===== src/rtl/simd_fp_exc_pkg.sv =====
/*
 Constants, class encodings and state layout for the double-precision
 exception map. Assumes a single core clock and a same-clock pipeline.
*/
package simd_fp_exc_pkg;

   // condition bit positions inside every six-bit condition vector
   localparam int cond_inv = 0;
   localparam int cond_den = 1;
   localparam int cond_divz = 2;
   localparam int cond_ovf = 3;
   localparam int cond_unf = 4;
   localparam int cond_prec = 5;
   localparam int cond_w = 6;

   // permitted-condition vectors per instruction family
   localparam logic [5:0] perm_all = 6'h3f;
   localparam logic [5:0] perm_arith = 6'h3b;
   localparam logic [5:0] perm_inv_den = 6'h03;
   localparam logic [5:0] perm_sqrt = 6'h23;
   localparam logic [5:0] perm_prec = 6'h20;
   localparam logic [5:0] perm_inv_prec = 6'h21;
   localparam logic [5:0] perm_none = 6'h00;

   // register map, byte addresses
   localparam int addr_w = 4;
   localparam logic [3:0] csr_addr = 4'h0;
   localparam logic [3:0] evt_addr = 4'h4;

   // control/status register field positions
   localparam int flag_lsb = 0;
   localparam int mask_lsb = 8;
   localparam int rmode_lsb = 16;
   // event register field positions
   localparam int last_raised_lsb = 0;
   localparam int last_class_lsb = 8;
   localparam int trap_cnt_lsb = 16;

   localparam logic [5:0] flags_reset = 6'h00;
   localparam logic [5:0] masks_reset = 6'h3f;
   localparam logic [1:0] rmode_reset = 2'h0;
   localparam logic [1:0] rmode_toward_zero = 2'h3;
   localparam logic [7:0] trap_vector_num = 8'h13;
   localparam logic [15:0] trap_cnt_one = 16'h0001;

   typedef enum logic [5:0] {
      add_packed_double = 6'b000000, add_scalar_double = 6'b000001,
      subtract_packed_double = 6'b000010, subtract_scalar_double = 6'b000011,
      multiply_packed_double = 6'b000100, multiply_scalar_double = 6'b000101,
      divide_packed_double = 6'b000110, divide_scalar_double = 6'b000111,
      compare_packed_double = 6'b001000, compare_scalar_double = 6'b001001,
      ordered_flag_compare = 6'b001010, unordered_flag_compare = 6'b001011,
      max_packed_double = 6'b001100, max_scalar_double = 6'b001101,
      min_packed_double = 6'b001110, min_scalar_double = 6'b001111,
      sqrt_packed_double = 6'b010000, sqrt_scalar_double = 6'b010001,
      int_to_single_packed = 6'b010010, single_to_int_round = 6'b010011,
      single_to_int_trunc = 6'b010100, double_to_int_round = 6'b010101,
      double_to_int_trunc = 6'b010110, double_to_mmx_int_round = 6'b010111,
      double_to_mmx_int_trunc = 6'b011000, scalar_double_to_gpr_round = 6'b011001,
      scalar_double_to_gpr_trunc = 6'b011010, double_to_single_packed = 6'b011011,
      scalar_double_to_single = 6'b011100, single_to_double_packed = 6'b011101,
      scalar_single_to_double = 6'b011110, int_to_double_packed = 6'b011111,
      mmx_int_to_double = 6'b100000, gpr_int_to_scalar_double = 6'b100001,
      and_128 = 6'b100010, and_not_128 = 6'b100011,
      or_128 = 6'b100100, xor_128 = 6'b100101,
      aligned_move_128 = 6'b100110, unaligned_move_128 = 6'b100111,
      high_half_move = 6'b101000, low_half_move = 6'b101001,
      scalar_move = 6'b101010, sign_mask_extract = 6'b101011,
      shuffle_double = 6'b101100, interleave_high_double = 6'b101101,
      interleave_low_double = 6'b101110
   } op_class_t;

   typedef enum logic {
      bus_idle = 1'b0,
      bus_ack = 1'b1
   } bus_state_t;

   typedef struct packed {
      bus_state_t bus;
      logic waitreq;
      logic [31:0] rdata;
      logic [5:0] flags;
      logic [5:0] masks;
      logic [1:0] rmode;
      logic [5:0] last_raised;
      logic [5:0] last_class;
      logic [15:0] trap_cnt;
      logic res_valid;
      logic [5:0] res_cond;
      logic dflt;
      logic trap;
      logic [7:0] vec;
      logic [1:0] rnd;
      logic gpr_wr;
   } state_t;

endpackage


===== src/rtl/simd_double_fp_exception_map.sv =====
/*
 Exception map for packed and scalar double-precision vector instructions:
 gates datapath-detected conditions by instruction class, keeps the sticky
 control/status register, and raises the trap or default-result indication.
 Assumes the decode/execute pipeline runs on clk_sys and presents one
 instruction per cycle with lane conditions already detected.
*/
// Added by the designer: the placing of the registers and the Avalon-MM slave port.
`timescale 1ns/10ps

module simd_double_fp_exception_map
   import simd_fp_exc_pkg::*;
(
   input wire logic clk_sys,
   input wire logic rstn,
   input wire logic ce,
   input wire logic [3:0] avs_address,
   input wire logic avs_read,
   input wire logic avs_write,
   input wire logic [31:0] avs_writedata,
   input wire logic [3:0] avs_byteenable,
   output logic [31:0] avs_readdata,
   output logic avs_waitrequest,
   input wire logic op_valid,
   input wire logic [5:0] op_class,
   input wire logic op_packed,
   input wire logic [5:0] op_cond_lo,
   input wire logic [5:0] op_cond_hi,
   output logic res_valid,
   output logic [5:0] res_cond,
   output logic default_result,
   output logic simd_fp_trap,
   output logic [7:0] trap_vector,
   output logic [1:0] round_mode,
   output logic gpr_write
);

   state_t st_r;
   state_t st_nxt;
   op_class_t cls;
   logic [5:0] lanes;
   logic [5:0] raised;
   logic [5:0] unmasked;
   logic [31:0] csr_word;
   logic [31:0] evt_word;
   logic [31:0] be_m;
   logic [31:0] csr_new;

   localparam state_t state_reset = '{
      bus: bus_idle,
      waitreq: 1'b1,
      rdata: 32'h0000_0000,
      flags: flags_reset,
      masks: masks_reset,
      rmode: rmode_reset,
      last_raised: 6'h00,
      last_class: 6'h00,
      trap_cnt: 16'h0000,
      res_valid: 1'b0,
      res_cond: 6'h00,
      dflt: 1'b0,
      trap: 1'b0,
      vec: 8'h00,
      rnd: rmode_reset,
      gpr_wr: 1'b0
   };

   function automatic logic [5:0] permit(input op_class_t c);
      case (c)
         add_packed_double, add_scalar_double:
            permit = perm_arith;
         subtract_packed_double, subtract_scalar_double:
            permit = perm_arith;
         multiply_packed_double, multiply_scalar_double:
            permit = perm_arith;
         divide_packed_double, divide_scalar_double:
            permit = perm_all;
         compare_packed_double, compare_scalar_double:
            permit = perm_inv_den;
         ordered_flag_compare, unordered_flag_compare:
            permit = perm_inv_den;
         max_packed_double, max_scalar_double, min_packed_double, min_scalar_double:
            permit = perm_inv_den;
         sqrt_packed_double, sqrt_scalar_double:
            permit = perm_sqrt;
         int_to_single_packed:
            permit = perm_prec;
         single_to_int_round, single_to_int_trunc, double_to_int_round, double_to_int_trunc,
         double_to_mmx_int_round, double_to_mmx_int_trunc,
         scalar_double_to_gpr_round, scalar_double_to_gpr_trunc:
            permit = perm_inv_prec;
         double_to_single_packed, scalar_double_to_single:
            permit = perm_arith;
         single_to_double_packed, scalar_single_to_double:
            permit = perm_inv_den;
         int_to_double_packed, mmx_int_to_double, gpr_int_to_scalar_double:
            permit = perm_none;
         and_128, and_not_128, or_128, xor_128:
            permit = perm_none;
         aligned_move_128, unaligned_move_128:
            permit = perm_none;
         high_half_move, low_half_move, scalar_move:
            permit = perm_none;
         sign_mask_extract, shuffle_double, interleave_high_double, interleave_low_double:
            permit = perm_none;
         // unknown codes never raise, so a decode slip cannot fake a trap
         default:
            permit = perm_none;
      endcase
   endfunction

   function automatic logic is_trunc(input op_class_t c);
      case (c)
         single_to_int_trunc, double_to_int_trunc, double_to_mmx_int_trunc, scalar_double_to_gpr_trunc:
            is_trunc = 1'b1;
         default:
            is_trunc = 1'b0;
      endcase
   endfunction

   function automatic logic is_gpr(input op_class_t c);
      case (c)
         scalar_double_to_gpr_round, scalar_double_to_gpr_trunc, sign_mask_extract:
            is_gpr = 1'b1;
         default:
            is_gpr = 1'b0;
      endcase
   endfunction

   function automatic logic [31:0] be_mask(input logic [3:0] be);
      be_mask = 32'h0000_0000;
      for (int i = 0; i < 4; i++)
      begin
         if (be[i])
         begin
            be_mask[i*8 +: 8] = 8'hff;
         end
      end
   endfunction

   assign cls = op_class_t'(op_class);

   always_comb
   begin
      csr_word = 32'h0000_0000;
      csr_word[flag_lsb +: cond_w] = st_r.flags;
      csr_word[mask_lsb +: cond_w] = st_r.masks;
      csr_word[rmode_lsb +: 2] = st_r.rmode;
      evt_word = 32'h0000_0000;
      evt_word[last_raised_lsb +: cond_w] = st_r.last_raised;
      evt_word[last_class_lsb +: cond_w] = st_r.last_class;
      evt_word[trap_cnt_lsb +: 16] = st_r.trap_cnt;
      be_m = be_mask(avs_byteenable);
      csr_new = (csr_word & ~be_m) | (avs_writedata & be_m);
   end

   always_comb
   begin
      st_nxt = st_r;
      // both lanes of a packed op fold into one vector (scalar ops take the low lane only); the lane is not kept
      lanes = op_cond_lo | (op_packed ? op_cond_hi : 6'h00);
      raised = op_valid ? (lanes & permit(cls)) : 6'h00;
      unmasked = raised & ~st_r.masks;

      st_nxt.res_valid = op_valid;
      st_nxt.res_cond = raised;
      st_nxt.trap = |unmasked;
      st_nxt.vec = (|unmasked) ? trap_vector_num : 8'h00;
      st_nxt.dflt = (|raised) && !(|unmasked);
      st_nxt.gpr_wr = op_valid && is_gpr(cls);
      if (op_valid)
      begin
         st_nxt.rnd = is_trunc(cls) ? rmode_toward_zero : st_r.rmode;
      end
      if (|raised)
      begin
         st_nxt.last_raised = raised;
         st_nxt.last_class = op_class;
      end
      if (|unmasked)
      begin
         st_nxt.trap_cnt = st_r.trap_cnt + trap_cnt_one;
      end

      case (st_r.bus)
         bus_idle:
         begin
            if (avs_read || avs_write)
            begin
               st_nxt.bus = bus_ack;
               st_nxt.waitreq = 1'b0;
               if (avs_read && avs_address == csr_addr)
               begin
                  st_nxt.rdata = csr_word;
               end
               else if (avs_read && avs_address == evt_addr)
               begin
                  st_nxt.rdata = evt_word;
               end
               else
               begin
                  st_nxt.rdata = 32'h0000_0000;
               end
            end
         end
         bus_ack:
         begin
            st_nxt.bus = bus_idle;
            st_nxt.waitreq = 1'b1;
            if (avs_write && avs_address == csr_addr)
            begin
               st_nxt.flags = csr_new[flag_lsb +: cond_w];
               st_nxt.masks = csr_new[mask_lsb +: cond_w];
               st_nxt.rmode = csr_new[rmode_lsb +: 2];
            end
         end
         default:
         begin
            st_nxt.bus = bus_idle;
            st_nxt.waitreq = 1'b1;
         end
      endcase

      // set after the software write, so a new event beats a clear
      st_nxt.flags = st_nxt.flags | raised;
   end

   always_ff @(posedge clk_sys)
   begin
      if (!rstn)
      begin
         st_r <= state_reset;
      end
      else if (ce)
      begin
         st_r <= st_nxt;
      end
   end

   assign avs_readdata = st_r.rdata;
   assign avs_waitrequest = st_r.waitreq;
   assign res_valid = st_r.res_valid;
   assign res_cond = st_r.res_cond;
   assign default_result = st_r.dflt;
   assign simd_fp_trap = st_r.trap;
   assign trap_vector = st_r.vec;
   assign round_mode = st_r.rnd;
   assign gpr_write = st_r.gpr_wr;
endmodule


===== config.mk =====
export PLATFORM = sky130hd
export DESIGN_NAME = simd_double_fp_exception_map
export DESIGN_NICKNAME = d
export VERILOG_FILES = /design/src/rtl/simd_fp_exc_pkg.sv /design/src/rtl/simd_double_fp_exception_map.sv
export SDC_FILE = /design/constraint.sdc
export NUM_CORES = 1
export LEC_CHECK = 0
export CELL_PAD_IN_SITES_DETAIL_PLACEMENT = 0
export CELL_PAD_IN_SITES_GLOBAL_PLACEMENT = 1
export CORE_ASPECT_RATIO = 1.75
export CORE_MARGIN = 2
export CORE_UTILIZATION = 49
export CTS_CLUSTER_SIZE = 20
export DETAILED_ROUTE_END_ITERATION = 10
export DONT_BUFFER_PORTS = 1
export PLACE_DENSITY_LB_ADDON = 0.1
export SYNTH_ARGS = -nofsm -noshare
export SYNTH_HDL_FRONTEND = slang
export SYNTH_SLANG_ARGS = --single-unit

===== constraint.sdc =====
create_clock -name clk_sys -period 3.9 [get_ports clk_sys]
set_input_delay 0.195 -clock clk_sys [delete_from_list [all_inputs] [get_ports clk_sys]]
set_output_delay 0.195 -clock clk_sys [all_outputs]
set_load 0.02 [all_outputs]

==> flow_results.xml, run 1 <==
<?xml version="1.0" encoding="UTF-8"?>
<metrics>
  <group name="setup_path">
    <metric name="worstSetupStartpointType" unit="">flip-flop</metric>
    <metric name="arrival" unit="ns">2.64</metric>
    <metric name="setup.worst_path.class" unit="">reg -&gt; reg</metric>
    <metric name="worstPathRequired" unit="ns">4.17</metric>
    <metric name="end_kind" unit="">flip-flop</metric>
    <metric name="path_max_fanout" unit="">30</metric>
  </group>
  <group name="power">
    <metric name="power_density" unit="nW/um^2">435.3</metric>
    <metric name="irDropWorstVdd" unit="uV">235.8</metric>
    <metric name="leakagePower" unit="nW">1.454</metric>
  </group>
  <group name="timing">
    <metric name="max_clock_freq" unit="MHz">422.3</metric>
    <metric name="setup_total_negative_slack" unit="ns">0</metric>
    <metric name="final.period_utilization" unit="">0.6071</metric>
    <metric name="clock-skew-final" unit="ns">0.004609</metric>
    <metric name="setup_viol_count_final" unit="">0</metric>
    <metric name="max-slew-margin-rel" unit="">0.4437</metric>
    <metric name="hold_slack" unit="ns">0.008283</metric>
    <metric name="worstMarginPinSlew" unit="ns">0.8333</metric>
    <metric name="final-hold-violation-count" unit="">0</metric>
    <metric name="rsz0062_at_grt" unit="">no</metric>
    <metric name="final.min_clock_period" unit="ns">2.368</metric>
    <metric name="report.final.slew_viol_count" unit="">0</metric>
  </group>
  <group name="route">
    <metric name="drtIter0Drc" unit="">257</metric>
    <metric name="routed_wire_length_on_met2" unit="microns">4900</metric>
    <metric name="top_layer_used" unit="">met4</metric>
    <metric name="postRouteAntennaNets" unit="">0</metric>
    <metric name="vias_per_cell" unit="">6.077</metric>
    <metric name="postRouteWirelength" unit="microns">9244</metric>
    <metric name="detail_route.wirelength.met1" unit="microns">3610</metric>
    <metric name="routed-wl-met3" unit="microns">501</metric>
    <metric name="drc" unit="">0</metric>
    <metric name="drt-pass1-iter-count" unit="">4</metric>
    <metric name="wl_per_cell" unit="microns">18.16</metric>
    <metric name="dr_total_vias" unit="">3093</metric>
  </group>
  <group name="yosys">
    <metric name="ys_types" unit="">56</metric>
    <metric name="synthesis.yosys.warnings" unit="">0</metric>
    <metric name="synth_enable_flop_cells" unit="">0</metric>
    <metric name="synth-seq-cells" unit="">84</metric>
    <metric name="synth_async_sr_flop_share" unit="">0</metric>
    <metric name="synth_largest_area_cell" unit="">sky130_fd_sc_hd__dfxtp_1</metric>
    <metric name="postSynth.topFlopCell" unit="">sky130_fd_sc_hd__dfxtp_1</metric>
    <metric name="synthMostInstantiatedCell" unit="">sky130_fd_sc_hd__dfxtp_1</metric>
    <metric name="synth_area_leaders" unit="">sky130_fd_sc_hd__dfxtp_1 45%, sky130_fd_sc_hd__a21oi_1 5.8%, sky130_fd_sc_hd__a22oi_1 5.6%, sky130_fd_sc_hd__mux2_2 4.2%, sky130_fd_sc_hd__nand3_1 3.8%</metric>
    <metric name="netlist.area_leader.share" unit="">0.4459</metric>
    <metric name="yosysSeqAreaShare" unit="">0.4459</metric>
    <metric name="mappedNetlistArea" unit="sq um">3771</metric>
    <metric name="syn_area_per_cell" unit="sq um">8.811</metric>
    <metric name="post_synth_inst_count" unit="">428</metric>
    <metric name="synth_commonest_cells" unit="">84 x sky130_fd_sc_hd__dfxtp_1, 44 x sky130_fd_sc_hd__a21oi_1, 35 x sky130_fd_sc_hd__nand2_1</metric>
  </group>
  <group name="grt">
    <metric name="grt_pass1_wl" unit="microns">14520</metric>
    <metric name="grt_start_max_net_pins" unit="">43</metric>
    <metric name="total_track_usage" unit="">0.2215</metric>
    <metric name="first_global_vias" unit="">2857</metric>
    <metric name="initial_antenna_violation_count" unit="">0</metric>
    <metric name="grt_overflow" unit="">0</metric>
  </group>
  <group name="floorplanning">
    <metric name="rows" unit="">42</metric>
    <metric name="ioPinCount" unit="">118</metric>
    <metric name="fp.coreArea" unit="sq um">7515</metric>
    <metric name="fp.dieW" unit="microns">70.32</metric>
    <metric name="dieArea" unit="sq um">8441</metric>
    <metric name="floorplan.initialDensity" unit="">0.5018</metric>
    <metric name="die-height" unit="microns">120.1</metric>
  </group>
  <group name="final_layout">
    <metric name="post-route-cell-area" unit="sq um">4051</metric>
    <metric name="syn2layout_area_growth" unit="%">7.432</metric>
    <metric name="final_util" unit="">0.5391</metric>
    <metric name="antenna-diode-count" unit="">0</metric>
    <metric name="finalNetCount" unit="">483</metric>
    <metric name="post_layout_nonfiller_instances" unit="">509</metric>
    <metric name="post_route_cells_drive_above_1_share" unit="">0.1045</metric>
  </group>
  <group name="clocking">
    <metric name="cts_inserted_buffers" unit="">9</metric>
    <metric name="ctsHtreeMaxLevel" unit="">3</metric>
    <metric name="clock_sinks" unit="">84</metric>
    <metric name="clk_pin_slew" unit="ns">0.06</metric>
    <metric name="insertion_delay" unit="ns">0.34</metric>
    <metric name="post_cts.repair.setup_buffers" unit="">0</metric>
    <metric name="clockRootBuffer" unit="">sky130_fd_sc_hd__clkbuf_16</metric>
    <metric name="cts-root-to-sink-buffers" unit="">2</metric>
    <metric name="cts_tree" unit="">yes</metric>
  </group>
  <group name="run">
    <metric name="max-cap-violations" unit="">0</metric>
  </group>
  <group name="place">
    <metric name="io_buffer_count" unit="">0</metric>
    <metric name="detailedPlacementHpwl" unit="microns">6454</metric>
    <metric name="cell_area_placed" unit="sq um">3721</metric>
    <metric name="gpl.final_weighted_congestion" unit="">0.8051</metric>
    <metric name="numPlacedInstances" unit="">488</metric>
  </group>
  <group name="hold_path">
    <metric name="holdCritPathClass" unit="">in -&gt; reg</metric>
  </group>
  <group name="run_status">
    <metric name="outcome" unit="">completed</metric>
  </group>
</metrics>
[cell type report]
class | count | area [sq um]
Clock inverter | 2 | 10.01
Timing Repair Buffer | 11 | 97.59
Multi-Input combinational cell | 308 | 1881
Tap cell | 88 | 110.1
Sequential cell | 84 | 1682
Inverter | 3 | 11.26
Fill cell | 737 | 3463
Clock buffer | 13 | 260.3
[critical path, cell delays in order, from the launching register on]
cell and delay, ns:
sky130_fd_sc_hd__dfxtp_1 0.34, sky130_fd_sc_hd__or2_2 0.57, sky130_fd_sc_hd__nor2_1 0.18, sky130_fd_sc_hd__buf_4 0.26
sky130_fd_sc_hd__and2_0 0.68, sky130_fd_sc_hd__a22oi_1 0.14, sky130_fd_sc_hd__nor2_1 0.13
[kinds of logic (layout without fill, tap and decap cells)]
kind of cell               after synthesis  in the layout  share of synthesized area
muxes                                   20             20                    0.05773
and+or+nand+nor                        162            162                     0.2253
other                                    1              9                  0.0009944
buffers and inverters                   44             29                    0.06536
DFF                                     84             84                     0.4459
xor gates and xnor gates                 3              3                   0.006969
adders and majority gates                1              1                   0.003317
AOI/OAI and AO/OA                      113            113                     0.1944
[metrics by stage]
| step | setup WS (ns) | power [mW] |
|---|---|---|
| 2_1_floorplan | 1.796 | 0.9967 |
| 3_3_place_gp | 1.568 | 0.9926 |
| 3_5_place_dp | 1.540 | 0.9940 |
| 4_1_cts | 1.521 | 1.783 |
| 5_1_grt | 1.364 | 1.826 |
| 6_report | 1.532 | 1.764 |
[path summary, 6_finish.rpt]
path | from | to | slack [ns] | cells after the start
min | op_class[3] | evt_word[11] | 0.008 | 2
max | st_r[95] | avs_readdata[20] | 1.53 | 6
min reg2reg | evt_word[0] | evt_word[0] | 0.45 | 2
max reg2reg | st_r[95] | avs_readdata[20] | 1.53 | 6
[timing repair]
action | 4_1_cts | 5_1_grt
hold buffers | 6 | 0
resized for setup | 0 | 0
hold endpoints to repair | 16 | 0
[state kept, by name (all words and copies together), names as in the netlist, named ones only]
signal,cells
round_mode,2
avs_readdata,28
evt_word,28
csr_word,6
res_valid,1
gpr_write,1
trap_vector,1
st_r,1
avs_waitrequest,1
res_cond,6
default_result,1
[per-layer routing]
| layer | track usage | up-vias |
|---|---|---|
| met3 | 0.05793 | 17 |
| met2 | 0.3962 | 81 |
| met1 | 0.2399 | 1470 |
| met4 | 0.09856 | 0 |
| li1 | - | 1525 |
| met5 | 0 | - |
[report_power, final]
part / switching [mW] / leakage (nW) / total (mW) / internal [mW]
clock network: 0.321 / 0.135 / 0.781 / 0.461
registers: 0.0141 / 0.679 / 0.885 / 0.870
logic: 0.0606 / 0.639 / 0.0980 / 0.0374
[placed cells by master, fill, tap and decap left out, types with 8 or more instances in the layout]
| cell | Yosys | routed |
|---|---|---|
| sky130_fd_sc_hd__nand3_1 | 29 | 29 |
| sky130_fd_sc_hd__nor2_1 | 33 | 33 |
| sky130_fd_sc_hd__o21ai_1 | 8 | 8 |
| sky130_fd_sc_hd__a21oi_1 | 44 | 44 |
| sky130_fd_sc_hd__or4_1 | 9 | 9 |
| sky130_fd_sc_hd__a22oi_1 | 28 | 28 |
| sky130_fd_sc_hd__nand2_1 | 35 | 35 |
| sky130_fd_sc_hd__nand2b_1 | 13 | 13 |
| sky130_fd_sc_hd__mux2_2 | 14 | 14 |
| sky130_fd_sc_hd__clkbuf_16 | 0 | 9 |
| sky130_fd_sc_hd__or3_1 | 8 | 8 |
| sky130_fd_sc_hd__dfxtp_1 | 84 | 84 |
| sky130_fd_sc_hd__o21ai_0 | 8 | 8 |
| sky130_fd_sc_hd__o31ai_1 | 9 | 9 |
| sky130_fd_sc_hd__conb_1 | 1 | 9 |
(Power assumes the default switching activity.)
==> run 2: changes to the inputs <==
--- a/config.mk
+++ b/config.mk
@@ -5,11 +5,12 @@
 export SDC_FILE = /design/constraint.sdc
 export NUM_CORES = 1
 export LEC_CHECK = 0
+export ABC_AREA = 1
 export CELL_PAD_IN_SITES_DETAIL_PLACEMENT = 0
 export CELL_PAD_IN_SITES_GLOBAL_PLACEMENT = 1
 export CORE_ASPECT_RATIO = 1.75
 export CORE_MARGIN = 2
-export CORE_UTILIZATION = 49
+export CORE_UTILIZATION = 40
 export CTS_CLUSTER_SIZE = 20
 export DETAILED_ROUTE_END_ITERATION = 10
 export DONT_BUFFER_PORTS = 1
==> constraint.sdc (replaced) <==
create_clock -name clk_sys -period 2.1 [get_ports clk_sys]
set_input_delay 0.105 -clock clk_sys [delete_from_list [all_inputs] [get_ports clk_sys]]
set_output_delay 0.105 -clock clk_sys [all_outputs]
set_load 0.02 [all_outputs]
==> flow_results.xml, run 2 <==
<?xml version="1.0" encoding="UTF-8"?>
<metrics>
  <group name="final_layout">
    <metric name="fill_cells" unit="">1045</metric>
    <metric name="multi_input_comb_area" unit="sq um">1927</metric>
    <metric name="final_common_cell" unit="">sky130_fd_sc_hd__nand2_1</metric>
    <metric name="post_route_cells_drive_above_1_share" unit="">0.07338</metric>
    <metric name="post_layout_nonfiller_instances" unit="">711</metric>
    <metric name="antenna-diode-count" unit="">0</metric>
    <metric name="syn2layout_area_growth" unit="%">14.44</metric>
    <metric name="area.sequential" unit="sq um">1682</metric>
    <metric name="most-common-layout-cells" unit="">130 x sky130_fd_sc_hd__nand2_1, 84 x sky130_fd_sc_hd__dfxtp_1, 67 x sky130_fd_sc_hd__inv_1</metric>
    <metric name="finalNetCount" unit="">647</metric>
    <metric name="final_util" unit="">0.4721</metric>
  </group>
  <group name="grt">
    <metric name="total_track_usage" unit="">0.2321</metric>
    <metric name="first_global_vias" unit="">3647</metric>
    <metric name="initial_antenna_violation_count" unit="">0</metric>
    <metric name="grt_overflow" unit="">0</metric>
    <metric name="grt_pass1_wl" unit="microns">18910</metric>
    <metric name="grt_start_max_net_pins" unit="">53</metric>
  </group>
  <group name="clocking">
    <metric name="cts_tree" unit="">yes</metric>
    <metric name="cts_inserted_buffers" unit="">9</metric>
    <metric name="clockRootBuffer" unit="">sky130_fd_sc_hd__clkbuf_16</metric>
    <metric name="cts-root-to-sink-buffers" unit="">2</metric>
    <metric name="post_cts_resize_count" unit="">0</metric>
    <metric name="post_cts.repair.setup_buffers" unit="">0</metric>
    <metric name="insertion_delay" unit="ns">0.34</metric>
    <metric name="clk_pin_slew" unit="ns">0.06</metric>
    <metric name="clock_sinks" unit="">84</metric>
    <metric name="ctsHtreeMaxLevel" unit="">3</metric>
  </group>
  <group name="yosys">
    <metric name="post_synth_inst_count" unit="">566</metric>
    <metric name="synthesis.yosys.warnings" unit="">0</metric>
    <metric name="synth-seq-cells" unit="">84</metric>
    <metric name="mappedNetlistArea" unit="sq um">4063</metric>
    <metric name="synthMostInstantiatedCell" unit="">sky130_fd_sc_hd__nand2_1</metric>
    <metric name="synth_enable_flop_cells" unit="">0</metric>
    <metric name="synth_largest_area_cell" unit="">sky130_fd_sc_hd__dfxtp_1</metric>
    <metric name="synth_commonest_cells" unit="">130 x sky130_fd_sc_hd__nand2_1, 84 x sky130_fd_sc_hd__dfxtp_1, 67 x sky130_fd_sc_hd__inv_1</metric>
    <metric name="postSynth.topFlopCell" unit="">sky130_fd_sc_hd__dfxtp_1</metric>
    <metric name="netlist.area_leader.share" unit="">0.4139</metric>
    <metric name="ys_types" unit="">32</metric>
    <metric name="syn_area_per_cell" unit="sq um">7.178</metric>
    <metric name="synth_area_leaders" unit="">sky130_fd_sc_hd__dfxtp_1 41%, sky130_fd_sc_hd__nand2_1 12%, sky130_fd_sc_hd__inv_1 6.2%, sky130_fd_sc_hd__a21oi_1 5.8%, sky130_fd_sc_hd__o211ai_1 4.8%</metric>
    <metric name="synth_async_sr_flop_share" unit="">0</metric>
    <metric name="yosysSeqAreaShare" unit="">0.4139</metric>
  </group>
  <group name="timing">
    <metric name="final-hold-violation-count" unit="">0</metric>
    <metric name="hold_slack" unit="ns">0.01644</metric>
    <metric name="setup_total_negative_slack" unit="ns">0</metric>
    <metric name="max-slew-margin-rel" unit="">0.3945</metric>
    <metric name="max_clock_freq" unit="MHz">553.1</metric>
    <metric name="rsz0062_at_grt" unit="">no</metric>
    <metric name="worstMarginPinSlew" unit="ns">0.9053</metric>
    <metric name="setup_viol_count_final" unit="">0</metric>
    <metric name="final.period_utilization" unit="">0.8610</metric>
    <metric name="report.final.slew_viol_count" unit="">0</metric>
    <metric name="clock-skew-final" unit="ns">0.007650</metric>
    <metric name="final.min_clock_period" unit="ns">1.808</metric>
  </group>
  <group name="place">
    <metric name="numPlacedInstances" unit="">672</metric>
    <metric name="gpl.final_weighted_congestion" unit="">0.8613</metric>
    <metric name="detailedPlacementHpwl" unit="microns">9116</metric>
    <metric name="io_buffer_count" unit="">0</metric>
  </group>
  <group name="floorplanning">
    <metric name="ioPinCount" unit="">118</metric>
    <metric name="dieArea" unit="sq um">11010</metric>
    <metric name="rows" unit="">48</metric>
    <metric name="fp.dieW" unit="microns">80.18</metric>
    <metric name="fp.coreArea" unit="sq um">9849</metric>
    <metric name="die-height" unit="microns">137.3</metric>
    <metric name="floorplan.initialDensity" unit="">0.4125</metric>
  </group>
  <group name="route">
    <metric name="vias_per_cell" unit="">5.211</metric>
    <metric name="drtIter0Drc" unit="">106</metric>
    <metric name="dr_total_vias" unit="">3705</metric>
    <metric name="postRouteWirelength" unit="microns">12260</metric>
    <metric name="drc" unit="">0</metric>
    <metric name="drt-pass1-iter-count" unit="">4</metric>
    <metric name="postRouteAntennaNets" unit="">0</metric>
    <metric name="wl_per_cell" unit="microns">17.24</metric>
  </group>
  <group name="run_status">
    <metric name="outcome" unit="">completed</metric>
  </group>
  <group name="setup_path">
    <metric name="arrival" unit="ns">2.03</metric>
    <metric name="worstSetupStartpointType" unit="">flip-flop</metric>
    <metric name="cp_slowest_cell" unit="">sky130_fd_sc_hd__dlygate4sd3_1</metric>
    <metric name="path_max_fanout" unit="">4</metric>
    <metric name="end_kind" unit="">flip-flop</metric>
    <metric name="cp_slowest_stage_delay" unit="ns">0.55</metric>
    <metric name="cp_cell_sequence" unit="">nand2_1, nor2_1, nand2_1, o21ai_0, a21oi_1, dlygate4sd3_1</metric>
    <metric name="crit_top_cell" unit="">sky130_fd_sc_hd__nand2_1</metric>
    <metric name="setup.worst_path.class" unit="">reg -&gt; reg</metric>
    <metric name="cp.buffers_inverters" unit="">1</metric>
    <metric name="worstPathRequired" unit="ns">2.33</metric>
    <metric name="worst_path_dominant_cell_family" unit="">buffers and inverters</metric>
  </group>
  <group name="power">
    <metric name="total_power" unit="mW">3.699</metric>
    <metric name="power_density" unit="nW/um^2">795.5</metric>
    <metric name="irDropWorstVdd" unit="uV">437.3</metric>
    <metric name="leakagePower" unit="nW">1.977</metric>
  </group>
  <group name="run">
    <metric name="max-cap-violations" unit="">0</metric>
  </group>
  <group name="hold_path">
    <metric name="holdCritPathClass" unit="">in -&gt; reg</metric>
  </group>
</metrics>
[run 2: cell count changes after synthesis, sizes merged, moves of 14 or more]
| cell | before | now |
|---|---|---|
| inv | 3 | 69 |
| nand4 | 1 | 15 |
| nand2 | 35 | 133 |
| nand2b | 14 | 0 |
| a22oi | 28 | 0 |
| nor2 | 33 | 48 |
| mux2 | 14 | 0 |
| o211ai | 2 | 26 |
[run 2: metal layers]
metal,global-route usage,up-vias,part of all wire
met5,0,-,0
met1,0.2072,1735,0.33
met2,0.4764,77,0.61
met4,0.1008,0,0.033
li1,-,1872,-
met3,0.04784,21,0.028
[run 2: worst paths after layout]
| path | from | end | slack, ns | depth (start not counted) |
|---|---|---|---|---|
| worst max-delay path | st_r[95] | flip-flop | 0.29 | 6 |
| worst min-delay path | op_class[0] | evt_word[8] | 0.02 | 2 |
| worst max register to register | st_r[95] | flip-flop | 0.29 | 6 |
| worst min register to register | evt_word[13] | evt_word[13] | 0.45 | 2 |
[run 2: repair_timing]
item	in CTS	in global routing
hold endpoints to repair	71	0
hold buffers	23	0
setup endpoints to repair	0	0
[run 2: metrics by stage]
| step | instance area, sq um | setup WS (ns) |
|---|---|---|
| finish | 4649 | 0.2920 |
| global route | 4649 | 0.1715 |
| CTS | 4649 | 0.3056 |
| detailed placement | 4106 | 0.3627 |
| global placement | 4106 | 0.3785 |
| floorplan | 4093 | 0.5466 |
[run 2: area by class of cell]
type	instances	area share
repair buffers	34	0.06943
well taps	125	0.03364
clock inverters	4	0.01211
inverters	69	0.05570
clock buffers	12	0.05301
multi-input cells	383	0.4144
flip-flops and latches	84	0.3617
[run 2: kinds of logic (layout without fill, tap and decap cells)]
| family | count (synthesis) | in the layout | share of synthesized area |
|---|---|---|---|
| AO/OA/AOI/OAI | 111 | 111 | 0.1660 |
| XOR/XNOR | 14 | 14 | 0.03018 |
| adder cells (fa/ha/maj) | 1 | 1 | 0.003079 |
| buffers and inverters | 107 | 119 | 0.1210 |
| flip-flops | 84 | 84 | 0.4139 |
| other | 1 | 9 | 0.0009230 |
| AND/OR/NAND/NOR | 248 | 248 | 0.2649 |
[run 2: report_power, final]
part | leakage (nW) | internal [mW] | total, mW | switching [mW]
sequential | 0.685 | 1.66 | 1.77 | 0.107
clock | 0.148 | 0.966 | 1.62 | 0.654
combinational | 1.14 | 0.113 | 0.311 | 0.198
total | 1.98 | 2.74 | 3.70 | 0.958
==> run 3: changes to the inputs <==
--- a/config.mk
+++ b/config.mk
@@ -14,6 +14,7 @@
 export CTS_CLUSTER_SIZE = 20
 export DETAILED_ROUTE_END_ITERATION = 10
 export DONT_BUFFER_PORTS = 1
+export MAX_ROUTING_LAYER = met4
 export PLACE_DENSITY_LB_ADDON = 0.1
 export SYNTH_ARGS = -nofsm -noshare
 export SYNTH_HDL_FRONTEND = slang
==> flow_results.xml, run 3 (synthesis gave the netlist of run 2 again) <==
<?xml version="1.0" encoding="UTF-8"?>
<metrics>
  <group name="timing">
    <metric name="setup_total_negative_slack" unit="ns">0</metric>
    <metric name="setup_viol_count_final" unit="">0</metric>
    <metric name="worstMarginPinSlew" unit="ns">0.8893</metric>
    <metric name="final-hold-violation-count" unit="">0</metric>
    <metric name="max-slew-margin-rel" unit="">0.4052</metric>
    <metric name="report.final.slew_viol_count" unit="">0</metric>
    <metric name="max_clock_freq" unit="MHz">553.6</metric>
    <metric name="worst_slack" unit="ns">0.2935</metric>
    <metric name="final.period_utilization" unit="">0.8602</metric>
    <metric name="final.min_clock_period" unit="ns">1.806</metric>
    <metric name="rsz0062_at_grt" unit="">no</metric>
    <metric name="clock-skew-final" unit="ns">0.008032</metric>
  </group>
  <group name="final_layout">
    <metric name="finalNetCount" unit="">647</metric>
    <metric name="antenna-diode-count" unit="">0</metric>
    <metric name="syn2layout_area_growth" unit="%">14.44</metric>
    <metric name="final_common_cell" unit="">sky130_fd_sc_hd__nand2_1</metric>
    <metric name="most-common-layout-cells" unit="">130 x sky130_fd_sc_hd__nand2_1, 84 x sky130_fd_sc_hd__dfxtp_1, 67 x sky130_fd_sc_hd__inv_1</metric>
    <metric name="post_route_cells_drive_above_1_share" unit="">0.07338</metric>
  </group>
  <group name="route">
    <metric name="postRouteAntennaNets" unit="">0</metric>
    <metric name="drt-pass1-iter-count" unit="">5</metric>
    <metric name="drtIter0Drc" unit="">110</metric>
    <metric name="postRouteWirelength" unit="microns">12270</metric>
    <metric name="vias_per_cell" unit="">5.215</metric>
    <metric name="wl_per_cell" unit="microns">17.26</metric>
    <metric name="dr_total_vias" unit="">3708</metric>
    <metric name="drc" unit="">0</metric>
  </group>
  <group name="run">
    <metric name="max-cap-violations" unit="">0</metric>
  </group>
  <group name="power">
    <metric name="leakagePower" unit="nW">1.977</metric>
    <metric name="power_density" unit="nW/um^2">794.9</metric>
    <metric name="irDropWorstVdd" unit="uV">436.7</metric>
  </group>
  <group name="setup_path">
    <metric name="cp_cell_sequence" unit="">nand2_1, nor2_1, nand2_1, o21ai_0, a21oi_1, dlygate4sd3_1</metric>
    <metric name="worst_path_dominant_cell_family" unit="">buffers and inverters</metric>
    <metric name="cp_slowest_cell" unit="">sky130_fd_sc_hd__dlygate4sd3_1</metric>
    <metric name="worstSetupStartpointType" unit="">flip-flop</metric>
    <metric name="critical_path_depth" unit="">6</metric>
    <metric name="cp.buffers_inverters" unit="">1</metric>
    <metric name="worstPathRequired" unit="ns">2.33</metric>
    <metric name="setup.worst_path.class" unit="">reg -&gt; reg</metric>
    <metric name="ff2ff_setup_slack" unit="ns">0.29</metric>
    <metric name="critical_path.reg2reg.startpoint" unit="">st_r[95]</metric>
    <metric name="cp_slowest_stage_delay" unit="ns">0.55</metric>
    <metric name="end_kind" unit="">flip-flop</metric>
    <metric name="crit_top_cell" unit="">sky130_fd_sc_hd__nand2_1</metric>
    <metric name="reg2regPathDepth" unit="">6</metric>
    <metric name="path_max_fanout" unit="">4</metric>
    <metric name="arrival" unit="ns">2.03</metric>
  </group>
  <group name="clocking">
    <metric name="clockRootBuffer" unit="">sky130_fd_sc_hd__clkbuf_16</metric>
    <metric name="clk_pin_slew" unit="ns">0.06</metric>
    <metric name="cts_inserted_buffers" unit="">9</metric>
    <metric name="clock_sinks" unit="">84</metric>
    <metric name="post_cts.repair.setup_buffers" unit="">0</metric>
    <metric name="insertion_delay" unit="ns">0.34</metric>
    <metric name="cts-root-to-sink-buffers" unit="">2</metric>
    <metric name="post_cts_resize_count" unit="">0</metric>
    <metric name="ctsHtreeMaxLevel" unit="">3</metric>
    <metric name="hold_buffers" unit="">23</metric>
    <metric name="cts_tree" unit="">yes</metric>
  </group>
  <group name="place">
    <metric name="detailedPlace.worstSlack" unit="ns">0.3627</metric>
    <metric name="gpl.final_weighted_congestion" unit="">0.8752</metric>
    <metric name="detailedPlacementHpwl" unit="microns">9116</metric>
    <metric name="io_buffer_count" unit="">0</metric>
  </group>
  <group name="grt">
    <metric name="first_global_vias" unit="">3632</metric>
    <metric name="grt_start_max_net_pins" unit="">53</metric>
    <metric name="total_track_usage" unit="">0.2389</metric>
    <metric name="grt_pass1_wl" unit="microns">18910</metric>
    <metric name="initial_antenna_violation_count" unit="">0</metric>
    <metric name="grt_overflow" unit="">0</metric>
  </group>
  <group name="floorplanning">
    <metric name="fp.coreArea" unit="sq um">9849</metric>
    <metric name="fp.dieW" unit="microns">80.18</metric>
    <metric name="floorplan.initialDensity" unit="">0.4125</metric>
    <metric name="ioPinCount" unit="">118</metric>
    <metric name="rows" unit="">48</metric>
    <metric name="die-height" unit="microns">137.3</metric>
    <metric name="dieArea" unit="sq um">11010</metric>
  </group>
  <group name="hold_path">
    <metric name="min_to" unit="">evt_word[8]</metric>
    <metric name="worst_hold_startpoint" unit="">op_class[0]</metric>
    <metric name="holdCritPathClass" unit="">in -&gt; reg</metric>
    <metric name="hold_depth" unit="">2</metric>
  </group>
  <group name="run_status">
    <metric name="outcome" unit="">completed</metric>
  </group>
</metrics>
run 3: cell counts in the layout (fill, tap and decap cells not counted):
No cell type changed its count.
run 3: worst max-delay path by stage:
stage	end	startpoint	slack (ns)
floorplan	evt_word[26]	evt_word[16]	0.55
global placement	evt_word[26]	evt_word[16]	0.38
detailed placement	evt_word[26]	evt_word[16]	0.36
CTS	flip-flop	st_r[95]	0.31
global route	flip-flop	st_r[95]	0.17
finish	flip-flop	st_r[95]	0.29
run 3: where the power goes:
part | internal, mW | leakage [nW] | switching, mW | total [mW]
Combinational | 0.113 | 1.14 | 0.198 | 0.311
Sequential | 1.66 | 0.685 | 0.107 | 1.77
Clock | 0.966 | 0.148 | 0.650 | 1.62
Total | 2.74 | 1.98 | 0.956 | 3.70
run 3: layout make-up:
cell class,count,area (sq um)
clock buffer,12,246.5
inverter,69,259.0
multi-input combinational,383,1927
fill,1045,5200
clock inverter,4,56.30
tap,125,156.4
timing repair buffer,34,322.8
sequential,84,1682
run 3: metal layers:
metal  vias up  GRT usage  share of wire  routed length [microns]
li1       1873          -              -                        -
met1      1737     0.2084           0.33                     4018
met2        77     0.4759           0.61                     7503
met3        21    0.04849          0.028                      343
met4         0     0.1008          0.033                      407
met5         -          -              0                        0
run 3: per-stage QoR:
step	hold slack, ns	power (mW)	area [sq um]	utilization	instances
detailed placement	0.2047	2.059	4106	0.4169	672
global route	0.01029	3.858	4649	0.4721	711
global placement	0.1957	2.053	4106	0.4169	672
CTS	0.02356	3.723	4649	0.4721	711
finish	0.01091	3.696	4649	0.4721	711
floorplan	0.2354	2.023	4093	-	574
